### src/verilog/plic_consts.svh
`ifndef PLIC_CONSTS_SVH
`define PLIC_CONSTS_SVH

// pclk half period in clk_sys cycles
`define PLIC_HALF_NEW   3'h2
`define PLIC_HALF_OLD   3'h4
// phy to link control codes
`define PLIC_CTL_IDLE   2'h0
`define PLIC_CTL_STATUS 2'h1
`define PLIC_CTL_GRANT  2'h3
// fastest speed code kept in legacy mode
`define PLIC_SPD_S400   3'h4
// last body bit index, stop bit included
`define PLIC_LAST_BUS   4'h3
`define PLIC_LAST_READ  4'h4
`define PLIC_LAST_WRITE 4'hC
`define PLIC_LAST_ACC   4'h1
// register holding the feature enables
`define PLIC_REG_FEAT   4'h5
`define PLIC_BIT_ACCEL  1
`define PLIC_BIT_CONCAT 0
// serial frame lengths on the request line
`define PLIC_LEN_SHORT  5'h07
`define PLIC_LEN_LONG   5'h08
`define PLIC_LEN_READ   5'h09
`define PLIC_LEN_WRITE  5'h11
`define PLIC_LEN_ACC    5'h06

`endif

### src/verilog/plic_pkg.sv
package plic_pkg;

	typedef enum logic [2:0]
	{
		PLIC_REQ_IMM   = 3'b000,
		PLIC_REQ_ISO   = 3'b001,
		PLIC_REQ_PRI   = 3'b010,
		PLIC_REQ_FAIR  = 3'b011,
		PLIC_REQ_READ  = 3'b100,
		PLIC_REQ_WRITE = 3'b101,
		PLIC_REQ_ACC   = 3'b110,
		PLIC_REQ_RSV   = 3'b111
	} plic_req_t;

	typedef enum logic [1:0]
	{
		PLIC_P_IDLE = 2'b00,
		PLIC_P_TYPE = 2'b01,
		PLIC_P_BODY = 2'b10
	} plic_pstate_t;

	typedef enum logic [1:0]
	{
		PLIC_SYM_IDLE   = 2'b00,
		PLIC_SYM_PREFIX = 2'b01,
		PLIC_SYM_END    = 2'b10
	} plic_sym_t;

endpackage : plic_pkg

### src/verilog/plic_if.sv
`timescale 1ns/1ps
interface plic_if;
	logic       pclk;
	logic       link_request_line;
	logic [1:0] ctl;
	logic [7:0] d;
	logic       phy_interrupt_output;
	logic       link_clock_power_mgmt_input;

	modport phy
	(
		output pclk,
		output ctl,
		output d,
		output phy_interrupt_output,
		input  link_request_line,
		input  link_clock_power_mgmt_input
	);

	modport link
	(
		input  pclk,
		input  ctl,
		input  d,
		input  phy_interrupt_output,
		output link_request_line,
		output link_clock_power_mgmt_input
	);
endinterface : plic_if

### src/verilog/plic_phy.sv
`timescale 1ns/1ps
`include "plic_consts.svh"

// What the phy and link blocks do
// strap high selects newer link interface
// strap low selects legacy link interface
// no annex isolation support in legacy
// link may leave interrupt output open
// link grounds power-management clock input
// no accel request means accel bit cleared
// no multispeed support means concat bit cleared
// decode short and long bus requests
// short request then another, both decoded
// speed codes up to S400 stay compatible
// legacy over-S400 request sends null packet
// reset held two ms after power; rst_n comes from outside, the testbench holds it low eight clk_sys cycles
// pclk rate halves in legacy mode
// all clocks derived from one reference
// launch and sample on pclk rise
// link sends requests serially on request line
// strap sampled once at reset release
module plic_phy
	import plic_pkg::*;
(
	// system
	input  wire logic  clk_sys,
	input  wire logic  rst_n,
	// strap
	input  wire logic  interface_generation_strap,
	// status
	output logic       mode_newer,
	output logic       power_management_clock_mode,
	output logic       accel_arbitration_enable,
	output logic       multispeed_concat_enable,
	// decoded bus requests
	output logic       req_valid,
	output logic [2:0] req_type,
	output logic [2:0] req_speed,
	output plic_sym_t  ser_sym,
	// link side
	plic_if.phy        lnk
);

	// ****************************************
	// helpers
	// ****************************************
	function automatic logic [3:0] body_last(input logic [2:0] t);
		case (t)
			PLIC_REQ_READ:  body_last = `PLIC_LAST_READ;
			PLIC_REQ_WRITE: body_last = `PLIC_LAST_WRITE;
			PLIC_REQ_ACC:   body_last = `PLIC_LAST_ACC;
			PLIC_REQ_RSV:   body_last = `PLIC_LAST_ACC;
			default:        body_last = `PLIC_LAST_BUS;
		endcase
	endfunction : body_last

	// ****************************************
	// strap and pin synchronisers
	// ****************************************
	logic       strap_s1_r;
	logic       strap_s2_r;
	logic       rqln_s1_r;
	logic       rqln_s2_r;
	logic       pmgt_s1_r;
	logic       pmgt_s2_r;
	logic [1:0] lock_cnt_r;
	logic       locked_r;
	logic       mode_r;

	always_ff @(posedge clk_sys or negedge rst_n)
	begin
		if (!rst_n)
		begin
			strap_s1_r <= 1'b0;
			strap_s2_r <= 1'b0;
			rqln_s1_r  <= 1'b0;
			rqln_s2_r  <= 1'b0;
			pmgt_s1_r  <= 1'b0;
			pmgt_s2_r  <= 1'b0;
		end
		else
		begin
			strap_s1_r <= interface_generation_strap;
			strap_s2_r <= strap_s1_r;
			rqln_s1_r  <= lnk.link_request_line;
			rqln_s2_r  <= rqln_s1_r;
			pmgt_s1_r  <= lnk.link_clock_power_mgmt_input;
			pmgt_s2_r  <= pmgt_s1_r;
		end
	end

	// mode fixed once, on the third edge after release, never changed later
	always_ff @(posedge clk_sys or negedge rst_n)
	begin
		if (!rst_n)
		begin
			lock_cnt_r <= 2'h0;
			locked_r   <= 1'b0;
			mode_r     <= 1'b0;
		end
		else if (!locked_r)
		begin
			lock_cnt_r <= lock_cnt_r + 2'h1;
			if (lock_cnt_r == 2'h2)
			begin
				locked_r <= 1'b1;
				mode_r   <= strap_s2_r;
			end
		end
	end

	// ****************************************
	// interface clock divider
	// ****************************************
	logic [2:0] div_cnt_r;
	logic       pclk_r;
	logic [2:0] half_w;
	logic       rise_w;

	assign half_w = mode_r ? `PLIC_HALF_NEW : `PLIC_HALF_OLD;
	assign rise_w = locked_r && (div_cnt_r == half_w - 3'h1) && !pclk_r;

	// one reference clock feeds pclk and all link timing
	always_ff @(posedge clk_sys or negedge rst_n)
	begin
		if (!rst_n)
		begin
			div_cnt_r <= 3'h0;
			pclk_r    <= 1'b0;
		end
		else if (locked_r)
		begin
			if (div_cnt_r == half_w - 3'h1)
			begin
				div_cnt_r <= 3'h0;
				pclk_r    <= ~pclk_r;
			end
			else
			begin
				div_cnt_r <= div_cnt_r + 3'h1;
			end
		end
	end

	// ****************************************
	// request line parser
	// ****************************************
	plic_pstate_t st_r;
	logic [2:0]   typ_r;
	logic [3:0]   cnt_r;
	logic [11:0]  sh_r;
	logic         bit_w;
	logic         is_bus_w;
	logic         fin_w;
	logic         fin_bus_w;
	logic         fin_rd_w;
	logic         fin_wr_w;
	logic         fin_acc_w;
	logic         chain_w;
	logic         null_w;

	assign bit_w    = rqln_s2_r;
	assign is_bus_w = !typ_r[2];
	// stop bit reached, sampled on pclk rise
	assign fin_w    = rise_w && (st_r == PLIC_P_BODY) && (cnt_r == body_last(typ_r));
	assign fin_bus_w = fin_w && is_bus_w;
	assign fin_rd_w  = fin_w && (typ_r == PLIC_REQ_READ);
	assign fin_wr_w  = fin_w && (typ_r == PLIC_REQ_WRITE);
	assign fin_acc_w = fin_w && (typ_r == PLIC_REQ_ACC);
	// short form: bit six was the stop, a one now is the next start
	assign chain_w  = fin_bus_w && !sh_r[0] && bit_w;
	// top two speed bits equal the short code up to S400
	assign null_w   = fin_bus_w && !mode_r && (sh_r[2:0] > `PLIC_SPD_S400);

	always_ff @(posedge clk_sys or negedge rst_n)
	begin
		if (!rst_n)
		begin
			st_r  <= PLIC_P_IDLE;
			typ_r <= 3'h0;
			cnt_r <= 4'h0;
			sh_r  <= 12'h000;
		end
		else if (rise_w)
		begin
			case (st_r)
				PLIC_P_IDLE:
				begin
					cnt_r <= 4'h0;
					if (bit_w)
					begin
						st_r <= PLIC_P_TYPE;
					end
				end
				PLIC_P_TYPE:
				begin
					typ_r <= {typ_r[1:0], bit_w};
					cnt_r <= cnt_r + 4'h1;
					if (cnt_r == 4'h2)
					begin
						st_r  <= PLIC_P_BODY;
						cnt_r <= 4'h0;
					end
				end
				PLIC_P_BODY:
				begin
					sh_r  <= {sh_r[10:0], bit_w};
					cnt_r <= cnt_r + 4'h1;
					if (chain_w)
					begin
						st_r  <= PLIC_P_TYPE;
						cnt_r <= 4'h0;
					end
					else if (fin_w)
					begin
						st_r <= PLIC_P_IDLE;
					end
				end
				default:
				begin
					st_r <= PLIC_P_IDLE;
				end
			endcase
		end
	end

	// ****************************************
	// registers
	// ****************************************
	logic [7:0] regs_r [16];
	logic       acc_on_r;

	always_ff @(posedge clk_sys or negedge rst_n)
	begin
		if (!rst_n)
		begin
			for (int i = 0; i < 16; i++)
			begin
				regs_r[i] <= 8'h00;
			end
		end
		else if (fin_wr_w)
		begin
			regs_r[sh_r[11:8]] <= sh_r[7:0];
		end
	end

	// temporary accel on/off from the link
	always_ff @(posedge clk_sys or negedge rst_n)
	begin
		if (!rst_n)
		begin
			acc_on_r <= 1'b1;
		end
		else if (fin_acc_w)
		begin
			acc_on_r <= sh_r[0];
		end
	end

	// ****************************************
	// status outputs
	// ****************************************
	logic       accel_r;
	logic       concat_r;
	logic       req_valid_r;
	logic [2:0] req_type_r;
	logic [2:0] req_speed_r;
	plic_sym_t  sym_r;

	always_ff @(posedge clk_sys or negedge rst_n)
	begin
		if (!rst_n)
		begin
			accel_r  <= 1'b0;
			concat_r <= 1'b0;
		end
		else
		begin
			accel_r  <= regs_r[`PLIC_REG_FEAT][`PLIC_BIT_ACCEL] && acc_on_r;
			concat_r <= regs_r[`PLIC_REG_FEAT][`PLIC_BIT_CONCAT];
		end
	end

	always_ff @(posedge clk_sys or negedge rst_n)
	begin
		if (!rst_n)
		begin
			req_valid_r <= 1'b0;
			req_type_r  <= 3'h0;
			req_speed_r <= 3'h0;
		end
		else
		begin
			req_valid_r <= fin_bus_w && !null_w;
			if (fin_bus_w)
			begin
				req_type_r  <= typ_r;
				req_speed_r <= sh_r[2:0];
			end
		end
	end

	// null packet: prefix then end, no payload
	always_ff @(posedge clk_sys or negedge rst_n)
	begin
		if (!rst_n)
		begin
			sym_r <= PLIC_SYM_IDLE;
		end
		else if (null_w)
		begin
			sym_r <= PLIC_SYM_PREFIX;
		end
		else if (sym_r == PLIC_SYM_PREFIX)
		begin
			sym_r <= PLIC_SYM_END;
		end
		else
		begin
			sym_r <= PLIC_SYM_IDLE;
		end
	end

	// ****************************************
	// link side drivers
	// ****************************************
	logic [1:0] ctl_r;
	logic [7:0] d_r;
	logic       stat_pend_r;
	logic [7:0] stat_data_r;
	logic       int_r;

	always_ff @(posedge clk_sys or negedge rst_n)
	begin
		if (!rst_n)
		begin
			ctl_r       <= `PLIC_CTL_IDLE;
			d_r         <= 8'h00;
			stat_pend_r <= 1'b0;
			stat_data_r <= 8'h00;
		end
		else if (rise_w)
		begin
			if (fin_bus_w && !null_w)
			begin
				ctl_r <= `PLIC_CTL_GRANT;
				d_r   <= 8'h00;
			end
			else if (fin_rd_w)
			begin
				ctl_r       <= `PLIC_CTL_STATUS;
				d_r         <= {4'h0, sh_r[3:0]};
				stat_pend_r <= 1'b1;
				stat_data_r <= regs_r[sh_r[3:0]];
			end
			else if (stat_pend_r)
			begin
				ctl_r       <= `PLIC_CTL_STATUS;
				d_r         <= stat_data_r;
				stat_pend_r <= 1'b0;
			end
			else
			begin
				ctl_r <= `PLIC_CTL_IDLE;
				d_r   <= 8'h00;
			end
		end
	end

	// interrupt only in newer mode; legacy leaves it low
	always_ff @(posedge clk_sys or negedge rst_n)
	begin
		if (!rst_n)
		begin
			int_r <= 1'b0;
		end
		else
		begin
			int_r <= mode_r && fin_wr_w;
		end
	end

	// launch one clk_sys after the pclk rise so the link samples a settled value
	logic [1:0] ctl_o_r;
	logic [7:0] d_o_r;

	always_ff @(posedge clk_sys or negedge rst_n)
	begin
		if (!rst_n)
		begin
			ctl_o_r <= `PLIC_CTL_IDLE;
			d_o_r   <= 8'h00;
		end
		else
		begin
			ctl_o_r <= ctl_r;
			d_o_r   <= d_r;
		end
	end

	assign lnk.pclk                 = pclk_r;
	assign lnk.ctl                  = ctl_o_r;
	assign lnk.d                    = d_o_r;
	assign lnk.phy_interrupt_output = int_r;
	assign mode_newer               = mode_r;
	assign power_management_clock_mode = pmgt_s2_r;
	assign accel_arbitration_enable = accel_r;
	assign multispeed_concat_enable = concat_r;
	assign req_valid                = req_valid_r;
	assign req_type                 = req_type_r;
	assign req_speed                = req_speed_r;
	assign ser_sym                  = sym_r;

endmodule : plic_phy

### src/flat_wrapper.sv
// flat-port wrapper written by rule: the top's interface ports become plain ports
module plic_phy_flat import plic_pkg::*;
  (clk_sys, rst_n, interface_generation_strap, mode_newer, power_management_clock_mode, accel_arbitration_enable, multispeed_concat_enable, req_valid, req_type, req_speed, ser_sym, lnk_pclk, lnk_ctl, lnk_d, lnk_phy_interrupt_output, lnk_link_request_line, lnk_link_clock_power_mgmt_input);
  plic_if lnk_i ();
  input  wire logic clk_sys;
  input  wire logic rst_n;
  input  wire logic interface_generation_strap;
  output logic mode_newer;
  output logic power_management_clock_mode;
  output logic accel_arbitration_enable;
  output logic multispeed_concat_enable;
  output logic req_valid;
  output logic [2:0] req_type;
  output logic [2:0] req_speed;
  output plic_sym_t ser_sym;
  output wire logic [$bits(lnk_i.pclk)-1:0] lnk_pclk;
  output wire logic [$bits(lnk_i.ctl)-1:0] lnk_ctl;
  output wire logic [$bits(lnk_i.d)-1:0] lnk_d;
  output wire logic [$bits(lnk_i.phy_interrupt_output)-1:0] lnk_phy_interrupt_output;
  input wire logic [$bits(lnk_i.link_request_line)-1:0] lnk_link_request_line;
  input wire logic [$bits(lnk_i.link_clock_power_mgmt_input)-1:0] lnk_link_clock_power_mgmt_input;
  assign lnk_pclk = lnk_i.pclk;
  assign lnk_ctl = lnk_i.ctl;
  assign lnk_d = lnk_i.d;
  assign lnk_phy_interrupt_output = lnk_i.phy_interrupt_output;
  assign lnk_i.link_request_line = lnk_link_request_line;
  assign lnk_i.link_clock_power_mgmt_input = lnk_link_clock_power_mgmt_input;
  plic_phy u_core (.clk_sys(clk_sys), .rst_n(rst_n), .interface_generation_strap(interface_generation_strap), .mode_newer(mode_newer), .power_management_clock_mode(power_management_clock_mode), .accel_arbitration_enable(accel_arbitration_enable), .multispeed_concat_enable(multispeed_concat_enable), .req_valid(req_valid), .req_type(req_type), .req_speed(req_speed), .ser_sym(ser_sym), .lnk(lnk_i));
endmodule
### config.mk
export PLATFORM = sky130hd
export DESIGN_NAME = plic_phy_flat
export DESIGN_NICKNAME = d
export VERILOG_FILES = /design/src/verilog/plic_pkg.sv /design/src/verilog/plic_if.sv /design/src/verilog/plic_phy.sv /design/src/flat_wrapper.sv
export VERILOG_INCLUDE_DIRS = /design/src /design/src/verilog
export SDC_FILE = /design/constraint.sdc
export NUM_CORES = 1
export LEC_CHECK = 0
export BUFFER_PORTS_ARGS = -buffer_cell sky130_fd_sc_hd__buf_4
export CORE_UTILIZATION = 58
export CTS_BUF_LIST = sky130_fd_sc_hd__clkbuf_16
export DETAILED_ROUTE_END_ITERATION = 10
export GPL_ROUTABILITY_DRIVEN = 0
export PLACE_DENSITY = 0.75
export SLEW_MARGIN = 20
export SYNTH_ARGS = -nofsm -noshare
export SYNTH_HDL_FRONTEND = slang
export SYNTH_SLANG_ARGS = --single-unit
export TNS_END_PERCENT = 10
### constraint.sdc
create_clock -name clk_sys -period 5.2 [get_ports clk_sys]
set_clock_uncertainty 0.1 [all_clocks]
set_input_delay 0.78 -clock clk_sys [delete_from_list [all_inputs] [get_ports clk_sys]]
set_output_delay 0.78 -clock clk_sys [all_outputs]
set_load 0.05 [all_outputs]
==> impl_metrics.tcl, run 1 <==
set metrics [dict create \
    worst-path-stages 5 \
    power_share_of_the_clock_group_pct 40.1 \
    floorplan.die_area_um2 16100 \
    ant_nets 0 \
    insertion_delay_ns 0.49 \
    setup_violations 0 \
    slowest_delay_ns 0.69 \
    critical-path-slowest-cell "sky130_fd_sc_hd__a2111o_1" \
    crit_reg_reg_endpoint "u_core.regs_r[109]$_DFFE_PN0P_" \
    groute.layer.met1.usage_pct 33.4 \
    port_buffers 29 \
    floorplan.io_pins 30 \
    timing.critical_path.cells "xor2_2 > nand4b_4 > a2111o_1 > nor4_4 > mux2_2" \
    setup.worst_path.class "register to register" \
    drv_cap 0 \
    met3_usage_pct 3.42 \
    critical_path.n_buffers_inverters 0 \
    proportion_of_total_power_due_to_net_switching_pct 26.1 \
    cellLeakagePower_nw 4.85 \
    initial_core_util_pct 59.3 \
    post_drt_via_cell_ratio 6.23 \
    clkSinkCount 205 \
    rr_worst_depth 5 \
    cts_made_buffers 21 \
    final_worst_hold_slack_ns 0.247 \
    area_delta_synth_final_pct 11.4 \
    intPower_mw 2.71 \
    clkSlewWorstSetupHoldPaths_ns 0.06 \
    n_antenna_cell 0 \
    finish.utilization_pct 66.1 \
    cp.arrival_ns 3.24 \
    seq_power_share_pct 48.0 \
    timing.critical_path.from_type "register" \
    post_synth_num_cell_types 55 \
    share_comb_of_total_power_pct 11.9 \
    clock_path_buffers 3 \
    drc 0 \
    row_count 45 \
    setup_repair_after_global_routing_missed_its_margin "no" \
    fin_tns_setup_ns 0 \
    cp-endpoint "u_core.regs_r[109]$_DFFE_PN0P_" \
    timing.critical_path.max_delay_family "simple AND/OR/NAND/NOR gates" \
    post-layout-total-power_mw 3.67 \
    pin_count_of_the_biggest_net_entering_global_routing 126 \
    postSynthCellCount 613 \
    timing.final.crit_share_pct 57.2 \
    hold_path.class "register to register" \
    transition_at_the_pin_with_the_smallest_max_transition_slack_ns 0.971 \
    buffer_type_at_the_clock_tree_root "sky130_fd_sc_hd__clkbuf_16" \
    layout_common_cells "202 x sky130_fd_sc_hd__dfrtp_1, 152 x sky130_fd_sc_hd__mux2_2, 34 x sky130_fd_sc_hd__buf_4" \
    post_cts.repair.setup_buffers 0 \
    ys_seq_elements 205 \
    cts_repair_resize_count 0 \
    fill_cells 1054 \
    critical_path.startpoint "u_core.mode_newer$_DFFE_PN0P_" \
    grt_first_pass_wirelength_mm 30.0 \
    synth_ff_type "sky130_fd_sc_hd__dfrtp_1" \
    worst_setup_path_end_kind "register" \
    r2r_setup_slack_ns 2.23 \
    syn-mean-instance-area_um2 14.7 \
    crit-reg2reg-launch "u_core.mode_newer$_DFFE_PN0P_" \
    layout-drive-gt1-share_pct 40.6 \
    chipHeight_um 127 \
    most_common_library_cell_in_the_layout_ignoring_fill_and_taps "sky130_fd_sc_hd__dfrtp_1" \
    num_vias 5200 \
    hold_viol 0 \
    design.final.nets 648 \
    dpl.hpwl_mm 11.3 \
    wirelength_per_cell_um 21.5 \
    yosysSeqAreaShare_pct 56.9 \
    slew_headroom_pct 35.3 \
    synth_fp_nets 627 \
    power_density_nw_per_um2 365 \
    htree_num_levels 1 \
    use_met2_pct 39.9 \
    drtPass1Iterations 4 \
    grt-busiest-layer "met2" \
    synth_async_sr_flop_share_pct 100 \
    placeableCoreArea_um2 15200 \
    drt_wl_total_mm 17.9 \
    worstPathMaxFanout 19 \
    vdd.ir_drop.worst_mv 0.223 \
    outcome "finished clean" \
    mappedNetlistArea_um2 9020 \
    fmaxAchievable_mhz 336 \
    switchingPower_mw 0.958 \
    final_area_um2 10000 \
    drt_first_iter_violations 382 \
    first_global_vias 5470 \
    track_usage_pct 24.1 \
    period_minus_slack_ns 2.97 \
    grt.overflow.total 0 \
    worst_ep_required_time_ns 5.47 \
    clock_tree_from_tritoncts "done" \
    initial_antenna_violation_count 0 \
    detailed_place.area_um2 9380 \
    synth-edff-count 0 \
    die_w_um 127 \
    holdBufCountCts 0 \
    drv_slew 0 \
    synth_warnings 0 \
]
==> sequential cells by signal, indices dropped and copies added (netlist names), 3 cells and up <==
register and count:
u_core.cnt_r 4, u_core.d_r 8, u_core.div_cnt_r 3, u_core.lnk.d 8
u_core.regs_r 128, u_core.req_speed 3, u_core.req_type 3, u_core.sh_r 12
u_core.stat_data_r 8, u_core.typ_r 3
==> worst min path at each step <==
stage / from / endpoint / slack, ns / cells after the start
floorplan: u_core.rqln_s1_r$_DFF_PN0_ / u_core.bit_w$_DFF_PN0_ / 0.23 / 0
global placement: u_core.pmgt_s1_r$_DFF_PN0_ / u_core.power_management_clock_mode$_DFF_PN0_ / 0.24 / 0
detailed placement: u_core.strap_s1_r$_DFF_PN0_ / u_core.strap_s2_r$_DFF_PN0_ / 0.24 / 0
CTS: u_core.pmgt_s1_r$_DFF_PN0_ / u_core.power_management_clock_mode$_DFF_PN0_ / 0.25 / 0
global route: u_core.pmgt_s1_r$_DFF_PN0_ / u_core.power_management_clock_mode$_DFF_PN0_ / 0.26 / 0
finish: u_core.pmgt_s1_r$_DFF_PN0_ / u_core.power_management_clock_mode$_DFF_PN0_ / 0.25 / 0
==> area by class of cell <==
cell class / count / area, µm² / area share [%]
inverter: 9 / 33.8 / 0.336
sequential: 205 / 5130 / 51.1
tap: 188 / 235 / 2.34
clock inverter: 15 / 141 / 1.41
multi-input combinational: 361 / 3700 / 36.9
timing repair buffer: 36 / 274 / 2.73
clock buffer: 21 / 526 / 5.23
==> synthesized netlist by cell type (all sizes together), types with 8 or more instances <==
master | instances | share of area, %
dfrtp | 204 | 57
mux2 | 152 | 19
mux4 | 32 | 8.0
clkbuf | 27 | 1.1
nand2 | 26 | 1.1
o21ai | 23 | 1.3
buf | 11 | 0.57
ha | 9 | 1.2
inv | 9 | 0.37
nand3 | 9 | 0.50
nor2 | 9 | 0.37
a221oi | 8 | 0.78
a22o | 8 | 0.78
nor2b | 8 | 0.55
==> metrics by stage <==
| step | std cells | setup slack [ns] |
|---|---|---|
| 5_1_grt | 835 | 2.11 |
| 3_3_place_gp | 797 | 2.33 |
| 3_5_place_dp | 799 | 2.26 |
| 2_1_floorplan | 613 | 2.52 |
| 4_1_cts | 835 | 2.25 |
| 6_report | 835 | 2.23 |
==> metal layers <==
layer / routed length [µm] / vias up / part of all wire (%)
li1: - / 2296 / -
met1: 7910 / 2747 / 44
met2: 8840 / 122 / 49
met3: 686 / 35 / 3.8
met4: 490 / 0 / 2.7
met5: 0 / - / 0
==> logic make-up after synthesis <==
family / synth area share [%]
muxes: 27.4
AOI/OAI and AO/OA: 5.10
DFF: 56.9
buffers and inverters: 2.07
adders and majority gates: 1.25
xor gates and xnor gates: 0.472
and+or+nand+nor: 6.82
==> worst register-to-register path: cells and delay by family (launching register included) <==
kind                      cells  cell delay (ns)
and+or+nand+nor               2             0.93
AOI/OAI and AO/OA             1             0.69
DFF                           1             0.43
xor gates and xnor gates      1             0.30
muxes                         1             0.41
==> power by group through the flow <==
stage	Sequential [mW]	Combinational [mW]	Clock [mW]
after detailed placement	1.79	0.440	0
after global routing	1.78	0.477	1.56
after floorplan	1.77	0.310	0
after CTS	1.76	0.442	1.49
after global placement	1.78	0.429	0
final	1.76	0.436	1.47
Note: power is estimated with default switching activity, not from simulation.
==> run 2, diff against run 1 <==
--- a/config.mk
+++ b/config.mk
@@ -6,12 +6,13 @@
 export SDC_FILE = /design/constraint.sdc
 export NUM_CORES = 1
 export LEC_CHECK = 0
+export ABC_AREA = 1
 export BUFFER_PORTS_ARGS = -buffer_cell sky130_fd_sc_hd__buf_4
-export CORE_UTILIZATION = 58
+export CORE_UTILIZATION = 56
 export CTS_BUF_LIST = sky130_fd_sc_hd__clkbuf_16
 export DETAILED_ROUTE_END_ITERATION = 10
 export GPL_ROUTABILITY_DRIVEN = 0
-export PLACE_DENSITY = 0.75
+export PLACE_DENSITY = 0.76
 export SLEW_MARGIN = 20
 export SYNTH_ARGS = -nofsm -noshare
 export SYNTH_HDL_FRONTEND = slang
==> constraint.sdc (replaced) <==
create_clock -name clk_sys -period 2.6 [get_ports clk_sys]
set_clock_uncertainty 0.1 [all_clocks]
set_input_delay 0.39 -clock clk_sys [delete_from_list [all_inputs] [get_ports clk_sys]]
set_output_delay 0.39 -clock clk_sys [all_outputs]
set_load 0.05 [all_outputs]
==> impl_metrics.tcl, run 2 <==
set metrics [dict create \
    synth_async_sr_flop_share_pct 100 \
    clkSinkCount 205 \
    drt_wl_total_mm 20.2 \
    grt.overflow.total 0 \
    ant_nets 0 \
    cts_repair_resize_count 0 \
    num_vias 7028 \
    largest-register "u_core.regs_r" \
    cp.arrival_ns 2.61 \
    floorplan.die_area_um2 16400 \
    sequential_cell_area_um2 5130 \
    setup.worst_path.class "register to register" \
    initial_core_util_pct 57.9 \
    clock_path_buffers 3 \
    postSynthCellCount 996 \
    period_minus_slack_ns 2.34 \
    n_antenna_cell 0 \
    worstPathMaxFanout 15 \
    drtPass1Iterations 5 \
    worst_setup_path_end_kind "register" \
    most_common_library_cell_in_the_layout_ignoring_fill_and_taps "sky130_fd_sc_hd__nand2_1" \
    hold_viol 0 \
    port_buffers 29 \
    fin_tns_setup_ns 0 \
    pin_count_of_the_biggest_net_entering_global_routing 57 \
    chipHeight_um 128 \
    drt_first_iter_violations 479 \
    synth-edff-count 0 \
    clock_tree_from_tritoncts "done" \
    grt_first_pass_wirelength_mm 33.7 \
    first_global_vias 6624 \
    power_density_nw_per_um2 778 \
    outcome "finished clean" \
    syn-mean-instance-area_um2 8.94 \
    design.final.nets 1038 \
    buffer_type_at_the_clock_tree_root "sky130_fd_sc_hd__clkbuf_16" \
    htree_num_levels 1 \
    initial_antenna_violation_count 0 \
    synth_top_area_share_pct 57.3 \
    fmaxAchievable_mhz 428 \
    synth_ff_type "sky130_fd_sc_hd__dfrtp_1" \
    timing.final.crit_share_pct 89.8 \
    layout_common_cells "270 x sky130_fd_sc_hd__nand2_1, 203 x sky130_fd_sc_hd__dfrtp_1, 115 x sky130_fd_sc_hd__o21ai_1" \
    worst_ep_required_time_ns 2.88 \
    slew_headroom_pct 50.2 \
    drv_cap 0 \
    dpl.hpwl_mm 12.4 \
    placeableCoreArea_um2 15400 \
    top_regs "u_core.regs_r x128, u_core.sh_r x12" \
    netlist_top_cells_area "sky130_fd_sc_hd__dfrtp_1 57%, sky130_fd_sc_hd__nand2_1 11%, sky130_fd_sc_hd__o21ai_1 6.5%" \
    ys_seq_elements 205 \
    die_w_um 128 \
    drc 0 \
    setup_violations 0 \
    mappedNetlistArea_um2 8900 \
    synth_warnings 0 \
    cts_made_buffers 21 \
    yosysSeqAreaShare_pct 57.6 \
    layout-drive-gt1-share_pct 10.9 \
    floorplan.io_pins 30 \
    finish.utilization_pct 65.6 \
    post-synth-top-count-cell "sky130_fd_sc_hd__nand2_1" \
    largest_reg_flops 128 \
    insertion_delay_ns 0.49 \
    synth_fp_nets 1010 \
    timing.critical_path.from_type "register" \
    post_drt_via_cell_ratio 5.64 \
    synth.cells.most_frequent "270 x sky130_fd_sc_hd__nand2_1, 204 x sky130_fd_sc_hd__dfrtp_1, 115 x sky130_fd_sc_hd__o21ai_1" \
    row_count 45 \
    post_synth_num_cell_types 34 \
    setup_repair_after_global_routing_missed_its_margin "no" \
    wirelength_per_cell_um 16.2 \
    drv_slew 0 \
    track_usage_pct 26.0 \
    transition_at_the_pin_with_the_smallest_max_transition_slack_ns 0.744 \
    cellLeakagePower_nw 4.73 \
    vdd.ir_drop.worst_mv 0.470 \
    clkSlewWorstSetupHoldPaths_ns 0.06 \
    hold_path.class "register to register" \
    multi_input_comb_area_um2 3370 \
    area_delta_synth_final_pct 13.2 \
    post-layout-total-power_mw 7.84 \
    synth_area_leader_cell "sky130_fd_sc_hd__dfrtp_1" \
    fill_cells 1242 \
]
run 2: where the power goes:
group,internal [mW],total (mW),switching (mW)
clock,1.55,2.73,1.18
combinational,0.552,1.72,1.17
sequential,3.29,3.39,0.107
total,5.39,7.84,2.45
run 2: critical path, cell delays in order (launching register included):
cell and delay, ns:
sky130_fd_sc_hd__dfrtp_1 0.48, sky130_fd_sc_hd__nand2_1 0.14, sky130_fd_sc_hd__nor2_4 0.14, sky130_fd_sc_hd__nand3_4 0.21, sky130_fd_sc_hd__nor2_8 0.18, sky130_fd_sc_hd__nand2_4 0.10, sky130_fd_sc_hd__nor2_1 0.24, sky130_fd_sc_hd__o31ai_1 0.21
sky130_fd_sc_hd__nand2_1 0.19, sky130_fd_sc_hd__nor2_1 0.11, sky130_fd_sc_hd__nand2_1 0.07, sky130_fd_sc_hd__nand2_1 0.05
run 2: cell families after synthesis:
logic type	after synthesis	synth area share, %
AO/OA/AOI/OAI	261	15.2
buffers and inverters	99	4.48
AND/OR/NAND/NOR	418	21.0
XOR/XNOR	4	0.394
adder cells (fa/ha/maj)	9	1.26
flip-flops	205	57.6
run 2: per-layer routing:
| layer | global-route usage (%) | up-vias | share of wire [%] |
|---|---|---|---|
| met1 | 37.0 | 3330 | 44 |
| met2 | 40.2 | 272 | 45 |
| met5 | 0 | - | 0 |
| li1 | - | 3366 | - |
| met4 | 11.4 | 0 | 3.9 |
| met3 | 3.46 | 60 | 6.5 |
run 2: layout make-up:
cell class	count	area share, %
Sequential cell	205	50.9
Multi-Input combinational cell	692	33.5
Timing Repair Buffer	65	5.50
Clock buffer	21	5.21
Tap cell	211	2.62
Inverter	39	1.45
Clock inverter	14	0.844
run 2: per-stage QoR:
stage | setup WS (ns) | instances | hold slack, ns | instance area (µm²)
2_1_floorplan | 0.357 | 996 | -0.00559 | 8900
3_3_place_gp | 0.287 | 1199 | 0.232 | 9360
3_5_place_dp | 0.190 | 1199 | 0.240 | 9360
4_1_cts | 0.174 | 1238 | 0.254 | 10000
5_1_grt | 0.0570 | 1247 | 0.265 | 10100
6_report | 0.264 | 1247 | 0.250 | 10100
run 2: timing repair:
item / in CTS / in global routing
hold buffers: 4 / 0
setup buffers: 0 / 9
hold endpoints to repair: 51 / 0
setup endpoints to repair: 0 / 2
run 2: worst paths after layout:
kind                                            start                                      endpoint  slack [ns]  cells past startpoint
setup / recovery            u_core.locked_r$_DFF_PN0_                     u_core.d_r[4]$_DFFE_PN0P_        0.26                     11
hold / removal             u_core.pmgt_s1_r$_DFF_PN0_  u_core.power_management_clock_mode$_DFF_PN0_        0.25                      0
setup reg to reg            u_core.locked_r$_DFF_PN0_                     u_core.d_r[4]$_DFFE_PN0P_        0.26                     11
hold reg to reg            u_core.pmgt_s1_r$_DFF_PN0_  u_core.power_management_clock_mode$_DFF_PN0_        0.25                      0
max in group asynchronous                       rst_n                 u_core.regs_r[20]$_DFFE_PN0P_        1.41                      3
min in group asynchronous                       rst_n              u_core.lock_cnt_r[0]$_DFFE_PN0N_        0.32                      2
